### src/core/rsc_pkg.sv
// rsc_pkg: shared constants and carrier types of the reset source controller.
// assumes one 25 MHz clock; internal reset sources arrive as active-high levels or pulses, the hard and soft reset pins active low.
`default_nettype none
package rsc_pkg;
    // ----------------------------------------
    // timing
    // ----------------------------------------
    localparam int unsigned CLK_HZ = 25_000_000;
    localparam int unsigned STRETCH_CYCLES = 512;
    localparam int unsigned RISE_CYCLES = 14;
    localparam int unsigned EXT_MIN_CYCLES = 32;
    localparam int unsigned CNT_W = 10;

    // ----------------------------------------
    // carriers
    // ----------------------------------------
    typedef struct packed {
        logic core;
        logic system;
        logic clock_module;
        logic ext_system;
        logic ext_soft;
        logic arbiter;
    } rsc_lines_t;

    typedef struct packed {
        logic power_up;
        logic watchdog;
        logic double_fault;
        logic clock_loss;
        logic reset_instr;
    } rsc_src_t;

    typedef enum logic [2:0] {
        RSC_CAUSE_NONE,
        RSC_CAUSE_HARD,
        RSC_CAUSE_SOFT,
        RSC_CAUSE_POWER,
        RSC_CAUSE_WATCHDOG,
        RSC_CAUSE_DFAULT,
        RSC_CAUSE_CLKLOSS,
        RSC_CAUSE_INSTR
    } rsc_cause_t;
endpackage : rsc_pkg
`default_nettype wire

### src/core/rsc_reset_source_controller.sv
// rsc_reset_source_controller: classifies reset causes, drives internal reset lines,
// stretches the shared open-drain hard and soft reset pins.
// assumes pin inputs are synchronous to clk after the two-stage synchroniser.
// one clock, no enables; every count is a parameter over the package defaults.
//
// Contract
// [RQ1] external system reset line pulls both hard and soft reset pins low
// [RQ2] external reset line pulls only the soft reset pin low
// [RQ3] clock module reset line resets the clock generation module
// [RQ4] internal system reset line resets memory, protection, serial, interrupt, parallel I/O
// [RQ5] internal core reset line resets all remaining internal circuits
// [RQ6] hard pin, power-up, double fault, clock loss async: all four; watchdog no clock
// [RQ7] external soft pin is synchronous: core line and external reset line only
// [RQ8] reset instruction: external reset line plus limited reset, no processor exception
// [RQ9] synchronous sources wait for the bus cycle end, even during locked cycles
// [RQ10] synchronous reset enables the bus monitor to end a stuck cycle
// [RQ11] only byte or word transfers survive a synchronous reset intact
// [RQ12] asynchronous sources reset immediately without waiting for the bus cycle
// [RQ13] any reset ends a bus cycle as if acknowledged or errored
// [RQ14] external drivers hold a reset pin low at least 32 clocks
// [RQ15] external soft pin detected: drive soft reset for 512 cycles
// [RQ16] external hard pin detected: drive hard and soft reset for 512 cycles
// [RQ17] release at the later of pin release or end of 512 cycles
// [RQ18] own soft reset pin drive always ends 512 cycles after assertion
// [RQ19] other sources hold reset at least 512 cycles and while asserted
// [RQ20] wait 14 cycles after release, then sample external reset before vector fetch
// [RQ21] during reset the external bus floats; untristatable outputs go inactive
// [RQ22] after both pins negate: controls inactive, data read, address driven, then fetch
// [RQ23] bus arbitration resets only on power-on reset
// [RQ24] external hard and soft pin inputs pass a two-stage synchroniser
`default_nettype none
module rsc_reset_source_controller
    import rsc_pkg::*;
#(
    parameter int unsigned STRETCH = STRETCH_CYCLES,
    parameter int unsigned RISE = RISE_CYCLES
) (
    input wire logic clk,
    input wire logic nrst,
    input wire logic hard_reset_pin_in,
    output logic hard_reset_pin_out,
    output logic hard_reset_pin_oe,
    input wire logic soft_reset_pin_in,
    output logic soft_reset_pin_out,
    output logic soft_reset_pin_oe,
    input wire rsc_src_t sources,
    input wire logic bus_cycle_active,
    input wire logic bus_cycle_end,
    input wire logic locked_cycle_strobe,
    output rsc_lines_t lines,
    output logic bus_monitor_force,
    output logic bus_cycle_abort,
    output logic bus_float,
    output logic bus_drive_idle,
    output logic vector_fetch_start,
    output rsc_cause_t cause
);
    // ----------------------------------------
    // pin synchronisers
    // ----------------------------------------
    logic hard_meta;
    logic hard_sync;
    logic soft_meta;
    logic soft_sync;

    // only the second stage is read by anything downstream
    always_ff @(posedge clk or negedge nrst) begin
        if (!nrst) begin
            hard_meta <= 1'b1;
            hard_sync <= 1'b1;
            soft_meta <= 1'b1;
            soft_sync <= 1'b1;
        end else begin
            hard_meta <= hard_reset_pin_in; // RQ24
            hard_sync <= hard_meta;
            soft_meta <= soft_reset_pin_in;
            soft_sync <= soft_meta;
        end
    end

    // ----------------------------------------
    // state
    // ----------------------------------------
    typedef enum logic [2:0] {
        RSC_RUN,
        RSC_SOFT_WAIT,
        RSC_STRETCH,
        RSC_HOLD,
        RSC_RISE,
        RSC_START
    } rsc_state_t;

    rsc_state_t state;
    rsc_state_t next_state;
    logic [CNT_W-1:0] count;
    logic [CNT_W-1:0] next_count;
    rsc_lines_t act;
    rsc_lines_t next_act;
    rsc_cause_t next_cause;
    logic pin_drive;
    logic next_pin_drive;

    // ----------------------------------------
    // request qualification
    // ----------------------------------------

    // own drive is excluded so we only react to other parties pulling the pins
    wire own_hard = pin_drive && act.ext_system;
    wire ext_hard = !hard_sync && !own_hard;
    wire ext_soft = !soft_sync && !pin_drive;

    wire async_src = ext_hard
                     || sources.power_up
                     || sources.watchdog
                     || sources.double_fault
                     || sources.clock_loss;
    wire sync_req = ext_soft || sources.reset_instr;

    // a locked sequence counts as busy until its own last cycle
    wire cycle_busy = bus_cycle_active || locked_cycle_strobe;
    // synchronous requests wait out the cycle, locked cycles included
    wire sync_ok = !cycle_busy || bus_cycle_end; // RQ9

    wire src_held = sources.power_up
                    || sources.watchdog
                    || sources.double_fault
                    || sources.clock_loss
                    || sources.reset_instr;
    wire pins_low = !hard_sync || !soft_sync;
    wire stretch_done = count == CNT_W'(STRETCH - 1);
    wire rise_done = count == CNT_W'(RISE - 1);
    wire in_reset = state != RSC_RUN
                    && state != RSC_SOFT_WAIT
                    && state != RSC_START;

    // ----------------------------------------
    // cause classification and line selection
    // ----------------------------------------
    // watchdog is the one catastrophic source that spares the clock module
    wire watchdog_only = sources.watchdog
                         && !ext_hard
                         && !sources.power_up
                         && !sources.double_fault
                         && !sources.clock_loss;

    rsc_lines_t async_lines;
    rsc_cause_t async_cause;
    always_comb begin
        async_lines = '0;
        async_lines.core = 1'b1; // RQ6
        async_lines.system = 1'b1;
        async_lines.ext_system = 1'b1;
        async_lines.clock_module = !watchdog_only;
        async_lines.arbiter = sources.power_up; // RQ23
        if (sources.power_up) begin
            async_cause = RSC_CAUSE_POWER;
        end else if (ext_hard) begin
            async_cause = RSC_CAUSE_HARD;
        end else if (sources.double_fault) begin
            async_cause = RSC_CAUSE_DFAULT;
        end else if (sources.clock_loss) begin
            async_cause = RSC_CAUSE_CLKLOSS;
        end else begin
            async_cause = RSC_CAUSE_WATCHDOG;
        end
    end

    rsc_lines_t soft_lines;
    always_comb begin
        soft_lines = '0;
        soft_lines.core = 1'b1; // RQ7 RQ8
        soft_lines.ext_soft = 1'b1;
    end

    // ----------------------------------------
    // sequencer
    // ----------------------------------------
    always_comb begin
        next_state = state;
        next_count = count;
        next_act = act;
        next_cause = cause;
        next_pin_drive = pin_drive;

        // own pin drive steps the count it shares with the stretch, whatever the state does
        if (pin_drive && stretch_done) begin
            next_pin_drive = 1'b0; // RQ18
        end else if (pin_drive) begin
            next_count = count + CNT_W'(1);
        end

        case (state)
            RSC_RUN, RSC_SOFT_WAIT, RSC_START: begin
                next_state = (state == RSC_START) ? RSC_RUN : state;
                if (async_src) begin
                    next_state = RSC_STRETCH; // RQ12
                    next_act = async_lines;
                    next_cause = async_cause;
                    next_count = '0;
                    next_pin_drive = 1'b1; // RQ16
                end else if (sync_req) begin
                    next_state = RSC_SOFT_WAIT;
                    if (sync_ok) begin
                        next_state = RSC_STRETCH;
                        next_act = soft_lines;
                        next_cause = ext_soft ? RSC_CAUSE_SOFT : RSC_CAUSE_INSTR;
                        next_count = '0;
                        next_pin_drive = 1'b1; // RQ15
                    end
                end
            end

            RSC_STRETCH: begin
                if (async_src && !act.system) begin
                    // escalate soft to hard reset
                    next_act = async_lines;
                    next_cause = async_cause;
                end
                if (stretch_done) begin
                    next_state = RSC_HOLD;
                end
            end

            RSC_HOLD: begin
                // later of pin release and stretch end, sources must also drop
                if (!pins_low && !src_held) begin // RQ17 RQ19
                    next_state = RSC_RISE;
                    next_act = '0;
                    next_count = '0;
                end
            end

            RSC_RISE: begin
                next_count = count + CNT_W'(1);
                if (async_src) begin
                    // a catastrophic source during rise starts over at once
                    next_state = RSC_STRETCH; // RQ12
                    next_act = async_lines;
                    next_cause = async_cause;
                    next_count = '0;
                    next_pin_drive = 1'b1;
                end else if (rise_done) begin
                    if (pins_low) begin // RQ20
                        next_state = RSC_HOLD;
                        next_act = soft_lines;
                    end else begin
                        next_state = RSC_START;
                    end
                end
            end

            default: begin
                next_state = RSC_RUN;
            end
        endcase
    end

    always_ff @(posedge clk or negedge nrst) begin
        if (!nrst) begin
            // reset itself acts as a power-up source
            state <= RSC_STRETCH;
            count <= '0;
            act <= '{
                core: 1'b1,
                system: 1'b1,
                clock_module: 1'b1,
                ext_system: 1'b1,
                ext_soft: 1'b0,
                arbiter: 1'b1
            };
            cause <= RSC_CAUSE_POWER;
            pin_drive <= 1'b1;
        end else begin
            state <= next_state;
            count <= next_count;
            act <= next_act;
            cause <= next_cause;
            pin_drive <= next_pin_drive;
        end
    end

    // ----------------------------------------
    // outputs
    // ----------------------------------------
    assign lines = act; // RQ3 RQ4 RQ5

    // open drain: only ever drive low
    assign hard_reset_pin_out = 1'b0;
    assign soft_reset_pin_out = 1'b0;
    assign hard_reset_pin_oe = pin_drive && act.ext_system; // RQ1
    assign soft_reset_pin_oe = pin_drive && (act.ext_system || act.ext_soft); // RQ2

    // ----------------------------------------
    // bus side
    // ----------------------------------------
    // soft wait lets the monitor end a hung cycle; byte or word only survive
    assign bus_monitor_force = state == RSC_SOFT_WAIT; // RQ10 RQ11
    assign bus_cycle_abort = in_reset && bus_cycle_active; // RQ13
    assign bus_float = in_reset; // RQ21
    assign bus_drive_idle = in_reset || state == RSC_START; // RQ22
    assign vector_fetch_start = state == RSC_START; // RQ22

endmodule : rsc_reset_source_controller
`default_nettype wire

### config.mk
export PLATFORM = sky130hd
export DESIGN_NAME = rsc_reset_source_controller
export DESIGN_NICKNAME = d
export VERILOG_FILES = /design/src/core/rsc_pkg.sv /design/src/core/rsc_reset_source_controller.sv
export SDC_FILE = /design/constraint.sdc
export NUM_CORES = 1
export LEC_CHECK = 0
export BUFFER_PORTS_ARGS = -buffer_cell sky130_fd_sc_hd__buf_2
export CAP_MARGIN = 20
export CORE_MARGIN = 8
export CORE_UTILIZATION = 46
export CTS_BUF_LIST = sky130_fd_sc_hd__clkbuf_16
export DETAILED_ROUTE_END_ITERATION = 8
export PLACE_DENSITY = 0.8
export SLEW_MARGIN = 10
export SYNTH_ARGS = -nofsm -noshare
export SYNTH_HDL_FRONTEND = slang
export SYNTH_SLANG_ARGS = --single-unit
### constraint.sdc
create_clock -name clk -period 2.4 [get_ports clk]
set_clock_uncertainty 0.15 [all_clocks]
set_input_delay 0 -clock clk [delete_from_list [all_inputs] [get_ports clk]]
set_output_delay 0 -clock clk [all_outputs]
set_load 0.005 [all_outputs]
==> results of run 1 <==
final timing paths:
check                            from  slack (ns)        end  cells past startpoint
hold reg to reg             soft_meta        0.21  soft_sync                      0
max in group asynchronous        nrst        1.63   lines[4]                      2
hold / removal             sources[1]        0.03   cause[1]                      4
min in group asynchronous        nrst        0.10   count[0]                      2
setup / recovery             count[1]        0.12   state[0]                      8
setup reg to reg             count[1]        0.12   state[0]                      8
where the power goes:
part           leakage (nW)  switching, mW  total (mW)  internal (mW)
sequential            0.306         0.0980       0.646          0.548
clock                0.0385          0.152       0.375          0.223
combinational         0.487          0.164       0.326          0.162
total                 0.832          0.413        1.35          0.934
cell usage after synthesis, types with 3 or more instances:
cell type and count:
o21ai_0 12, nor3_1 4, inv_1 10, a21oi_1 17, nor2_1 11, a211oi_1 4
nand3_1 5, nor4_1 3, or3_1 5, o22ai_1 3, nand4_1 4, dfstp_2 12
dfrtp_1 14, nand2_1 11, clkbuf_1 5, mux2i_1 4, buf_4 3, mux2_2 7
nor2b_1 4
metal layers:
metal  vias up  share of wire, %  GRT usage, %
li1        740                 -             -
met2        60                47          24.2
met4         0               1.2          5.33
met1       748                45          20.4
met3         7               6.6          3.29
met5         -                 0             0
logic make-up after synthesis:
kind of cell | Yosys count | synth area share [%]
buf+inv | 19 | 5.08
compound gates | 55 | 22.3
other cells | 1 | 0.227
flops | 26 | 40.4
fa+ha+maj | 2 | 1.52
mux | 12 | 8.12
simple gates | 64 | 22.4
final cells by class:
| type | instances | share of cell area [%] |
|---|---|---|
| clock buffers | 3 | 3.71 |
| clock inverters | 1 | 0.186 |
| inverters | 10 | 1.86 |
| flip-flops and latches | 26 | 32.9 |
| well taps | 46 | 2.84 |
| multi-input cells | 135 | 45.4 |
| repair buffers | 43 | 13.1 |
sequential cells by signal, indices dropped and copies added, names as in the netlist:
signal / count
count: 10
lines: 5
cause: 3
state: 3
hard_meta: 1
hard_sync: 1
pin_drive: 1
soft_meta: 1
soft_sync: 1
worst min-delay path: stages:
cell and delay (ns):
buf_2 0.12, a31oi_1 0.09, nand2_1 0.06, mux2_2 0.14
timing repair:
action	in CTS	in global routing
hold buffers	4	0
endpoints found under the setup margin	0	6
gates resized for setup	0	3
hold endpoints to repair	29	0
==> impl_metrics.env, run 1 <==
export IMPL_status="complete, no violations"
export IMPL_ir_drop_mv=0.478
export IMPL_grt_pass1_vias=1525
export IMPL_path_clk_slew_ns=0.07
export IMPL_endpoint_kind="flip-flop"
export IMPL_path_cells="inv_1, ha_1, nor4b_1, nand3_1, o41ai_2, buf_4, nor2b_1, mux2_4"
export IMPL_fin_total_pwr_mw=1.35
export IMPL_crit_type="flip-flop to flip-flop"
export IMPL_cts_root_buf="clkbuf_16"
export IMPL_syn2layout_area_growth_pct=22.7
export IMPL_drt_iter0_drc=145
export IMPL_arrival_ns=2.27
export IMPL_avgViaCountPerCell=5.89
export IMPL_finalCritPeriodShare_pct=94.8
export IMPL_synthCells=179
export IMPL_final_common_cell="buf_2"
export IMPL_num_antenna_cells=0
export IMPL_seq_area_frac_synth_pct=40.4
export IMPL_netlist_area_sq_mm=0.00165
export IMPL_dieHeight_microns=75.9
export IMPL_power_density_mw_per_mm2=666
export IMPL_nets=233
export IMPL_ant_nets=0
export IMPL_synth_area_per_cell_sq_um=9.21
export IMPL_vias=1555
export IMPL_cp_top_family="simple AND/OR/NAND/NOR gates"
export IMPL_yosys_area_top_type="dfrtp_1"
export IMPL_ios=30
export IMPL_cp_max_fo=4
export IMPL_ys_ff_latch=26
export IMPL_slew_headroom_pct=64.3
export IMPL_yosysWarnings=0
export IMPL_drt_wirelength_per_cell_microns=15.3
export IMPL_synth_edf_count=0
export IMPL_cts_inserted_buffers=3
export IMPL_cts_sinks=26
export IMPL_netlist_area_leader_share_pct=21.2
export IMPL_first_pass_iters=4
export IMPL_die_area_sq_mm=0.00576
export IMPL_portBuffers=27
export IMPL_grt_total_usage_pct=15.5
export IMPL_dp_slack_ns=0.0613
export IMPL_layout_cells_non_filler=264
export IMPL_register_area_sq_um=666
export IMPL_setup_viol=0
export IMPL_fin_crit_ns=2.28
export IMPL_grt_first_pass_wirelength_microns=6920
export IMPL_std_cell_rows=21
export IMPL_fin_util_pct=59.7
export IMPL_cp_num_buf_inv=2
export IMPL_dp_cells=256
export IMPL_drc_errors=0
export IMPL_core_area_sq_mm=0.00339
export IMPL_postLayoutSetupSlackWorst_ns=0.124
export IMPL_cts_setup_buffers=0
export IMPL_ys_types=52
export IMPL_grt_ovfl_total=0
export IMPL_finalWeightedCongestion=0.966
export IMPL_finalSetupTns_ns=0
export IMPL_whs_ns=0.0308
export IMPL_synth_area_leaders="dfrtp_1, dfstp_2, a21oi_1"
export IMPL_drv_slew=0
export IMPL_worst_pin_slew_ns=0.536
export IMPL_layout_common_cells="buf_2, a21oi_1, dfrtp_1"
export IMPL_placed_cell_area_sq_mm=0.00189
export IMPL_fin_area_sq_mm=0.00202
export IMPL_dp_hpwl_microns=3020
export IMPL_cts_tree="built"
export IMPL_ys_flop_type="dfrtp_1"
export IMPL_p_leak_nw=0.832
export IMPL_hp_class="primary input to flip-flop"
export IMPL_grt_max_degree=27
export IMPL_clk_latency_ns=0.26
export IMPL_synth_async_sr_flop_share_pct=100
export IMPL_htreeDepth=1
export IMPL_hold_viol_final=0
export IMPL_worst_path_max_delay_cell="dfrtp_1"
export IMPL_cp_start_kind="flip-flop"
export IMPL_worstPathRequired_ns=2.40
export IMPL_cts_path_max_buffers=2
export IMPL_initial_core_util_pct=48.7
export IMPL_fillers=290
export IMPL_multi_input_comb_area_sq_um=918
export IMPL_max_freq_mhz=439
export IMPL_drt_total_wl_microns=4050
export IMPL_antenna_found_initial=0
export IMPL_rsz0062_at_grt="false"
export IMPL_critPathMaxStageDelay_ns=0.40
export IMPL_drive_above_1_share_pct=33.5
export IMPL_cap_violations=0
export IMPL_die_x_microns=75.9
Note: power is estimated with default switching activity, not from simulation.
==> inputs of run 2 (changes only) <==
--- a/config.mk
+++ b/config.mk
@@ -11,8 +11,9 @@
 export CORE_UTILIZATION = 46
 export CTS_BUF_LIST = sky130_fd_sc_hd__clkbuf_16
 export DETAILED_ROUTE_END_ITERATION = 8
-export PLACE_DENSITY = 0.8
+export PLACE_DENSITY = 0.77
 export SLEW_MARGIN = 10
 export SYNTH_ARGS = -nofsm -noshare
 export SYNTH_HDL_FRONTEND = slang
 export SYNTH_SLANG_ARGS = --single-unit
+export TNS_END_PERCENT = 20
==> constraint.sdc (replaced) <==
create_clock -name clk -period 2.3 [get_ports clk]
set_clock_uncertainty 0.15 [all_clocks]
set_input_delay 0 -clock clk [delete_from_list [all_inputs] [get_ports clk]]
set_output_delay 0 -clock clk [all_outputs]
set_load 0.005 [all_outputs]
==> impl_metrics.env, run 2 (synthesis gave the netlist of run 1 again) <==
export IMPL_die_area_sq_mm=0.00576
export IMPL_cp_max_fo=3
export IMPL_arrival_ns=2.29
export IMPL_vias=1561
export IMPL_first_pass_iters=4
export IMPL_fin_crit_ns=2.29
export IMPL_antenna_found_initial=0
export IMPL_max_freq_mhz=437
export IMPL_portBuffers=27
export IMPL_worst_pin_slew_ns=0.540
export IMPL_seq_power_share_pct=47.3
export IMPL_p_leak_nw=0.870
export IMPL_cts_inserted_buffers=3
export IMPL_core_area_sq_mm=0.00339
export IMPL_drv_slew=0
export IMPL_worst_path_max_delay_cell="o41ai_4"
export IMPL_final_common_cell="buf_2"
export IMPL_ant_nets=0
export IMPL_cts_sinks=26
export IMPL_hold_viol_final=0
export IMPL_combPwrFrac_pct=25.6
export IMPL_drt_iter0_drc=172
export IMPL_gr_max_usage_layer="met2"
export IMPL_std_cell_rows=21
export IMPL_status="complete, no violations"
export IMPL_met2_usage_pct=23.0
export IMPL_dp_slack_ns=0.00846
export IMPL_grt_use_met3_pct=3.29
export IMPL_postLayoutSetupSlackWorst_ns=0.0103
export IMPL_power_density_mw_per_mm2=689
export IMPL_hp_class="primary input to flip-flop"
export IMPL_cap_violations=0
export IMPL_fillers=272
export IMPL_p_switching_uw=455
export IMPL_fin_total_pwr_mw=1.44
export IMPL_clk_latency_ns=0.26
export IMPL_nets=237
export IMPL_drive_above_1_share_pct=36.5
export IMPL_cts_path_max_buffers=2
export IMPL_ios=30
export IMPL_drt_wirelength_per_cell_microns=15.3
export IMPL_drt_total_wl_microns=4110
export IMPL_largest_register_ffs=10
export IMPL_critPathMaxStageDelay_ns=0.49
export IMPL_drc_errors=0
export IMPL_internal_power_uw=989
export IMPL_grt_first_pass_wirelength_microns=6650
export IMPL_grt_max_degree=27
export IMPL_layout_cells_non_filler=268
export IMPL_avgViaCountPerCell=5.82
export IMPL_grt_pass1_vias=1456
export IMPL_worstPathRequired_ns=2.30
export IMPL_whs_path_depth=4
export IMPL_finalCritPeriodShare_pct=99.6
export IMPL_rr_startpoint="count[1]"
export IMPL_rr_worst_depth=8
export IMPL_endpoint_kind="flip-flop"
export IMPL_dieHeight_microns=75.9
export IMPL_grt_ovfl_total=0
export IMPL_die_x_microns=75.9
export IMPL_top_register="count"
export IMPL_hp_start="sources[1]"
export IMPL_dp_hpwl_microns=2980
export IMPL_p_sw_share_pct=31.5
export IMPL_cts_root_buf="clkbuf_16"
export IMPL_crit_start="count[1]"
export IMPL_dp_cells=259
export IMPL_grt_total_usage_pct=14.8
export IMPL_clockPowerShare_pct=27.0
export IMPL_layout_common_cells="buf_2, a21oi_1, buf_4"
export IMPL_whs_ns=0.00297
export IMPL_rsz0062_at_grt="true"
export IMPL_finalWeightedCongestion=0.879
export IMPL_num_antenna_cells=0
export IMPL_cts_tree="built"
export IMPL_cp_start_kind="flip-flop"
export IMPL_ir_drop_mv=0.477
export IMPL_fin_util_pct=61.8
export IMPL_setup_viol=0
export IMPL_met1_usage_pct=19.9
export IMPL_crit_type="flip-flop to flip-flop"
export IMPL_initial_core_util_pct=48.7
export IMPL_htreeDepth=1
export IMPL_path_clk_slew_ns=0.06
export IMPL_slew_headroom_pct=64.0
export IMPL_path_cells="inv_2, ha_1, nor4b_2, nand3_1, o41ai_4, buf_4, nor2b_4, mux2_4"
export IMPL_syn2layout_area_growth_pct=27.1
-- run 2: layout make-up --
cell class	count	area, sq um	area share (%)
inverter	10	37.5	1.79
sequential	26	666	31.8
clock buffer	3	75.1	3.58
tap	46	57.6	2.75
multi-input combinational	135	961	45.9
timing repair buffer	47	295	14.1
clock inverter	1	3.75	0.179
-- run 2: per-stage QoR --
step | TNS (ns) | instance area, sq um
after floorplan | 0 | 1660
after global placement | -0.0467 | 1920
after detailed placement | 0 | 1920
final | 0 | 2100
after global routing | -0.359 | 2100
after CTS | 0 | 2040
-- run 2: worst paths after layout --
path	end	slack, ns
max in group asynchronous	lines[0]	1.53
min	cause[1]	0.003
max	state[0]	0.01
max reg2reg	state[0]	0.01
min in group asynchronous	count[0]	0.10
min reg2reg	hard_sync	0.20
-- run 2: per-layer routing --
layer	vias to the layer above	wire length, microns	part of all wire [%]
met3	7	337	8.2
met4	0	56	1.4
met2	68	1940	47
li1	750	-	-
met1	736	1770	43
met5	-	0	0
-- run 2: repair_timing --
item                       in CTS  in global routing
pin swaps                       0                  3
setup endpoints to repair       1                  7
setup buffers                   0                  1
hold buffers                    4                  0
resized for setup               1                  9
hold endpoints to repair       29                  0
-- run 2: critical path, delay by kind of cell (launching register included) --
kind                       cells  cell delay [ns]
DFF                            1             0.38
muxes                          1             0.29
adders and majority gates      1             0.12
buffers and inverters          2             0.25
AOI/OAI and AO/OA              1             0.49
and+or+nand+nor                3             0.48
-- run 2: power groups by stage --
stage                     Sequential (mW)  Combinational (mW)  Clock (mW)
after floorplan                     0.664               0.214           0
after global placement              0.672               0.338           0
after detailed placement            0.674               0.345           0
after CTS                           0.668               0.353       0.394
after global routing                0.698               0.423       0.412
final                               0.683               0.370       0.390
==> inputs of run 3 (changes only) <==
--- a/config.mk
+++ b/config.mk
@@ -5,13 +5,14 @@
 export SDC_FILE = /design/constraint.sdc
 export NUM_CORES = 1
 export LEC_CHECK = 0
+export ABC_AREA = 1
 export BUFFER_PORTS_ARGS = -buffer_cell sky130_fd_sc_hd__buf_2
 export CAP_MARGIN = 20
 export CORE_MARGIN = 8
 export CORE_UTILIZATION = 46
 export CTS_BUF_LIST = sky130_fd_sc_hd__clkbuf_16
 export DETAILED_ROUTE_END_ITERATION = 8
-export PLACE_DENSITY = 0.77
+export PLACE_DENSITY = 0.76
 export SLEW_MARGIN = 10
 export SYNTH_ARGS = -nofsm -noshare
 export SYNTH_HDL_FRONTEND = slang
==> impl_metrics.env, run 3 <==
export IMPL_drt_wirelength_per_cell_microns=13.1
export IMPL_grt_first_pass_wirelength_microns=7280
export IMPL_drc_errors=0
export IMPL_synthCells=247
export IMPL_core_area_sq_mm=0.00391
export IMPL_ys_types=27
export IMPL_top_register="count"
export IMPL_nets=296
export IMPL_htreeDepth=1
export IMPL_hold_viol_final=0
export IMPL_fin_crit_ns=2.14
export IMPL_ys_flop_type="dfrtp_1"
export IMPL_avgViaCountPerCell=5.08
export IMPL_placed_cell_area_sq_mm=0.00200
export IMPL_yosys_area_top_type="dfrtp_1"
export IMPL_ys_ff_latch=26
export IMPL_dieHeight_microns=79.0
export IMPL_num_antenna_cells=0
export IMPL_cp_start_kind="flip-flop"
export IMPL_layout_common_cells="nand2_1, inv_1, buf_2"
export IMPL_std_cell_rows=23
export IMPL_syn2layout_area_growth_pct=18.4
export IMPL_yosysWarnings=0
export IMPL_setup_viol=0
export IMPL_ant_nets=0
export IMPL_cts_sinks=26
export IMPL_fillers=376
export IMPL_cp_max_fo=6
export IMPL_path_clk_slew_ns=0.07
export IMPL_dp_hpwl_microns=3160
export IMPL_grt_ovfl_total=0
export IMPL_finalSetupTns_ns=0
export IMPL_grt_total_usage_pct=14.3
export IMPL_arrival_ns=2.18
export IMPL_drv_slew=0
export IMPL_ios=30
export IMPL_worst_pin_slew_ns=0.592
export IMPL_clk_latency_ns=0.27
export IMPL_largest_register_ffs=10
export IMPL_fin_area_sq_mm=0.00216
export IMPL_worstPathRequired_ns=2.34
export IMPL_fin_util_pct=55.2
export IMPL_final_common_cell="nand2_1"
export IMPL_cts_tree="built"
export IMPL_finalCritPeriodShare_pct=93.2
export IMPL_drt_total_wl_microns=4320
export IMPL_crit_type="flip-flop to flip-flop"
export IMPL_ir_drop_mv=0.240
export IMPL_die_area_sq_mm=0.00624
export IMPL_finalWeightedCongestion=0.864
export IMPL_cts_root_buf="clkbuf_16"
export IMPL_grt_max_degree=27
export IMPL_synth_edf_count=0
export IMPL_yosysMostFrequentCell="nand2_1"
export IMPL_grt_pass1_vias=1607
export IMPL_p_leak_nw=1.14
export IMPL_first_pass_iters=4
export IMPL_hp_class="primary input to flip-flop"
export IMPL_seq_area_frac_synth_pct=36.5
export IMPL_drt_iter0_drc=130
export IMPL_netlist_area_sq_mm=0.00182
export IMPL_die_x_microns=79.0
export IMPL_synth_async_sr_flop_share_pct=100
export IMPL_initial_core_util_pct=46.6
export IMPL_cap_violations=0
export IMPL_cts_path_max_buffers=2
export IMPL_cts_inserted_buffers=3
export IMPL_vias=1680
export IMPL_drive_above_1_share_pct=26.0
export IMPL_power_density_mw_per_mm2=462
export IMPL_status="complete, no violations"
export IMPL_synth_area_per_cell_sq_um=7.39
export IMPL_netlist_area_leader_share_pct=19.2
export IMPL_antenna_found_initial=0
export IMPL_rsz0062_at_grt="false"
export IMPL_portBuffers=27
export IMPL_max_freq_mhz=467
export IMPL_endpoint_kind="flip-flop"
export IMPL_synth_common_cells="nand2_1, inv_1, nand3_1, nor2_1, dfrtp_1"
export IMPL_synth_area_leaders="dfrtp_1, dfstp_2, nand2_1"
export IMPL_slew_headroom_pct=60.5
## run 3: final timing paths
check	start	endpoint	slack [ns]	cells after the start
setup / recovery	pin_drive	cause[1]	0.16	7
hold / removal	bus_cycle_end	state[0]	0.07	6
setup reg to reg	pin_drive	cause[1]	0.16	7
hold reg to reg	soft_meta	soft_sync	0.21	0
max in group asynchronous	nrst	state[0]	1.49	2
min in group asynchronous	nrst	count[0]	0.12	2
## run 3: per-stage QoR
step / hold WS (ns) / std cells / setup WS [ns] / total power, mW
2_1_floorplan: -0.446 / 248 / 0.713 / 0.501
3_3_place_gp: -0.110 / 322 / 0.529 / 0.525
4_1_cts: 0.0783 / 331 / 0.111 / 1.01
6_report: 0.0744 / 331 / 0.158 / 0.999
3_5_place_dp: -0.110 / 322 / 0.515 / 0.526
5_1_grt: 0.122 / 331 / 0.0162 / 1.04
## run 3: worst max-delay path: stages, from the launching register on
cell and delay, ns:
dfstp_2 0.58, nand2_2 0.09, nand2_4 0.09, nand3_4 0.15, nor2_4 0.18, nor3_1 0.07
dlygate4sd3_1 0.55, o21ai_0 0.19
## run 3: cells by family (layout without fill, tap and decap cells)
family	after synthesis	in the layout	share of synthesized area, %
compound gates	27	27	8.09
xor+xnor	4	4	1.92
fa+ha+maj	2	2	1.37
buf+inv	38	71	8.71
flops	26	26	36.5
other cells	1	2	0.206
simple gates	149	149	43.2
## run 3: final cells by class
class / instances / area (sq um) / area share, %
well taps: 50 / 62.6 / 2.90
repair buffers: 32 / 185 / 8.57
clock buffers: 4 / 100 / 4.63
inverters: 35 / 136 / 6.31
multi-input cells: 184 / 1010 / 46.8
flip-flops and latches: 26 / 666 / 30.8
## run 3: report_power, final
part / leakage (nW) / total, mW / internal (mW) / switching [mW]
registers: 0.307 / 0.470 / 0.467 / 0.00236
clock network: 0.0493 / 0.474 / 0.303 / 0.171
logic: 0.787 / 0.0553 / 0.0213 / 0.0340
total: 1.14 / 0.999 / 0.792 / 0.208
## run 3: per-layer routing
metal | global-route usage [%] | part of all wire (%)
met3 | 3.84 | 5.7
met1 | 17.8 | 44
met4 | 4.07 | 1.2
met2 | 23.6 | 49
met5 | 0 | 0
## run 3: repair_timing
item	in CTS	in global routing
setup endpoints to repair	0	1
gates resized for setup	0	2
buffers inserted	0	0
hold endpoints to repair	30	0
hold buffers	5	0
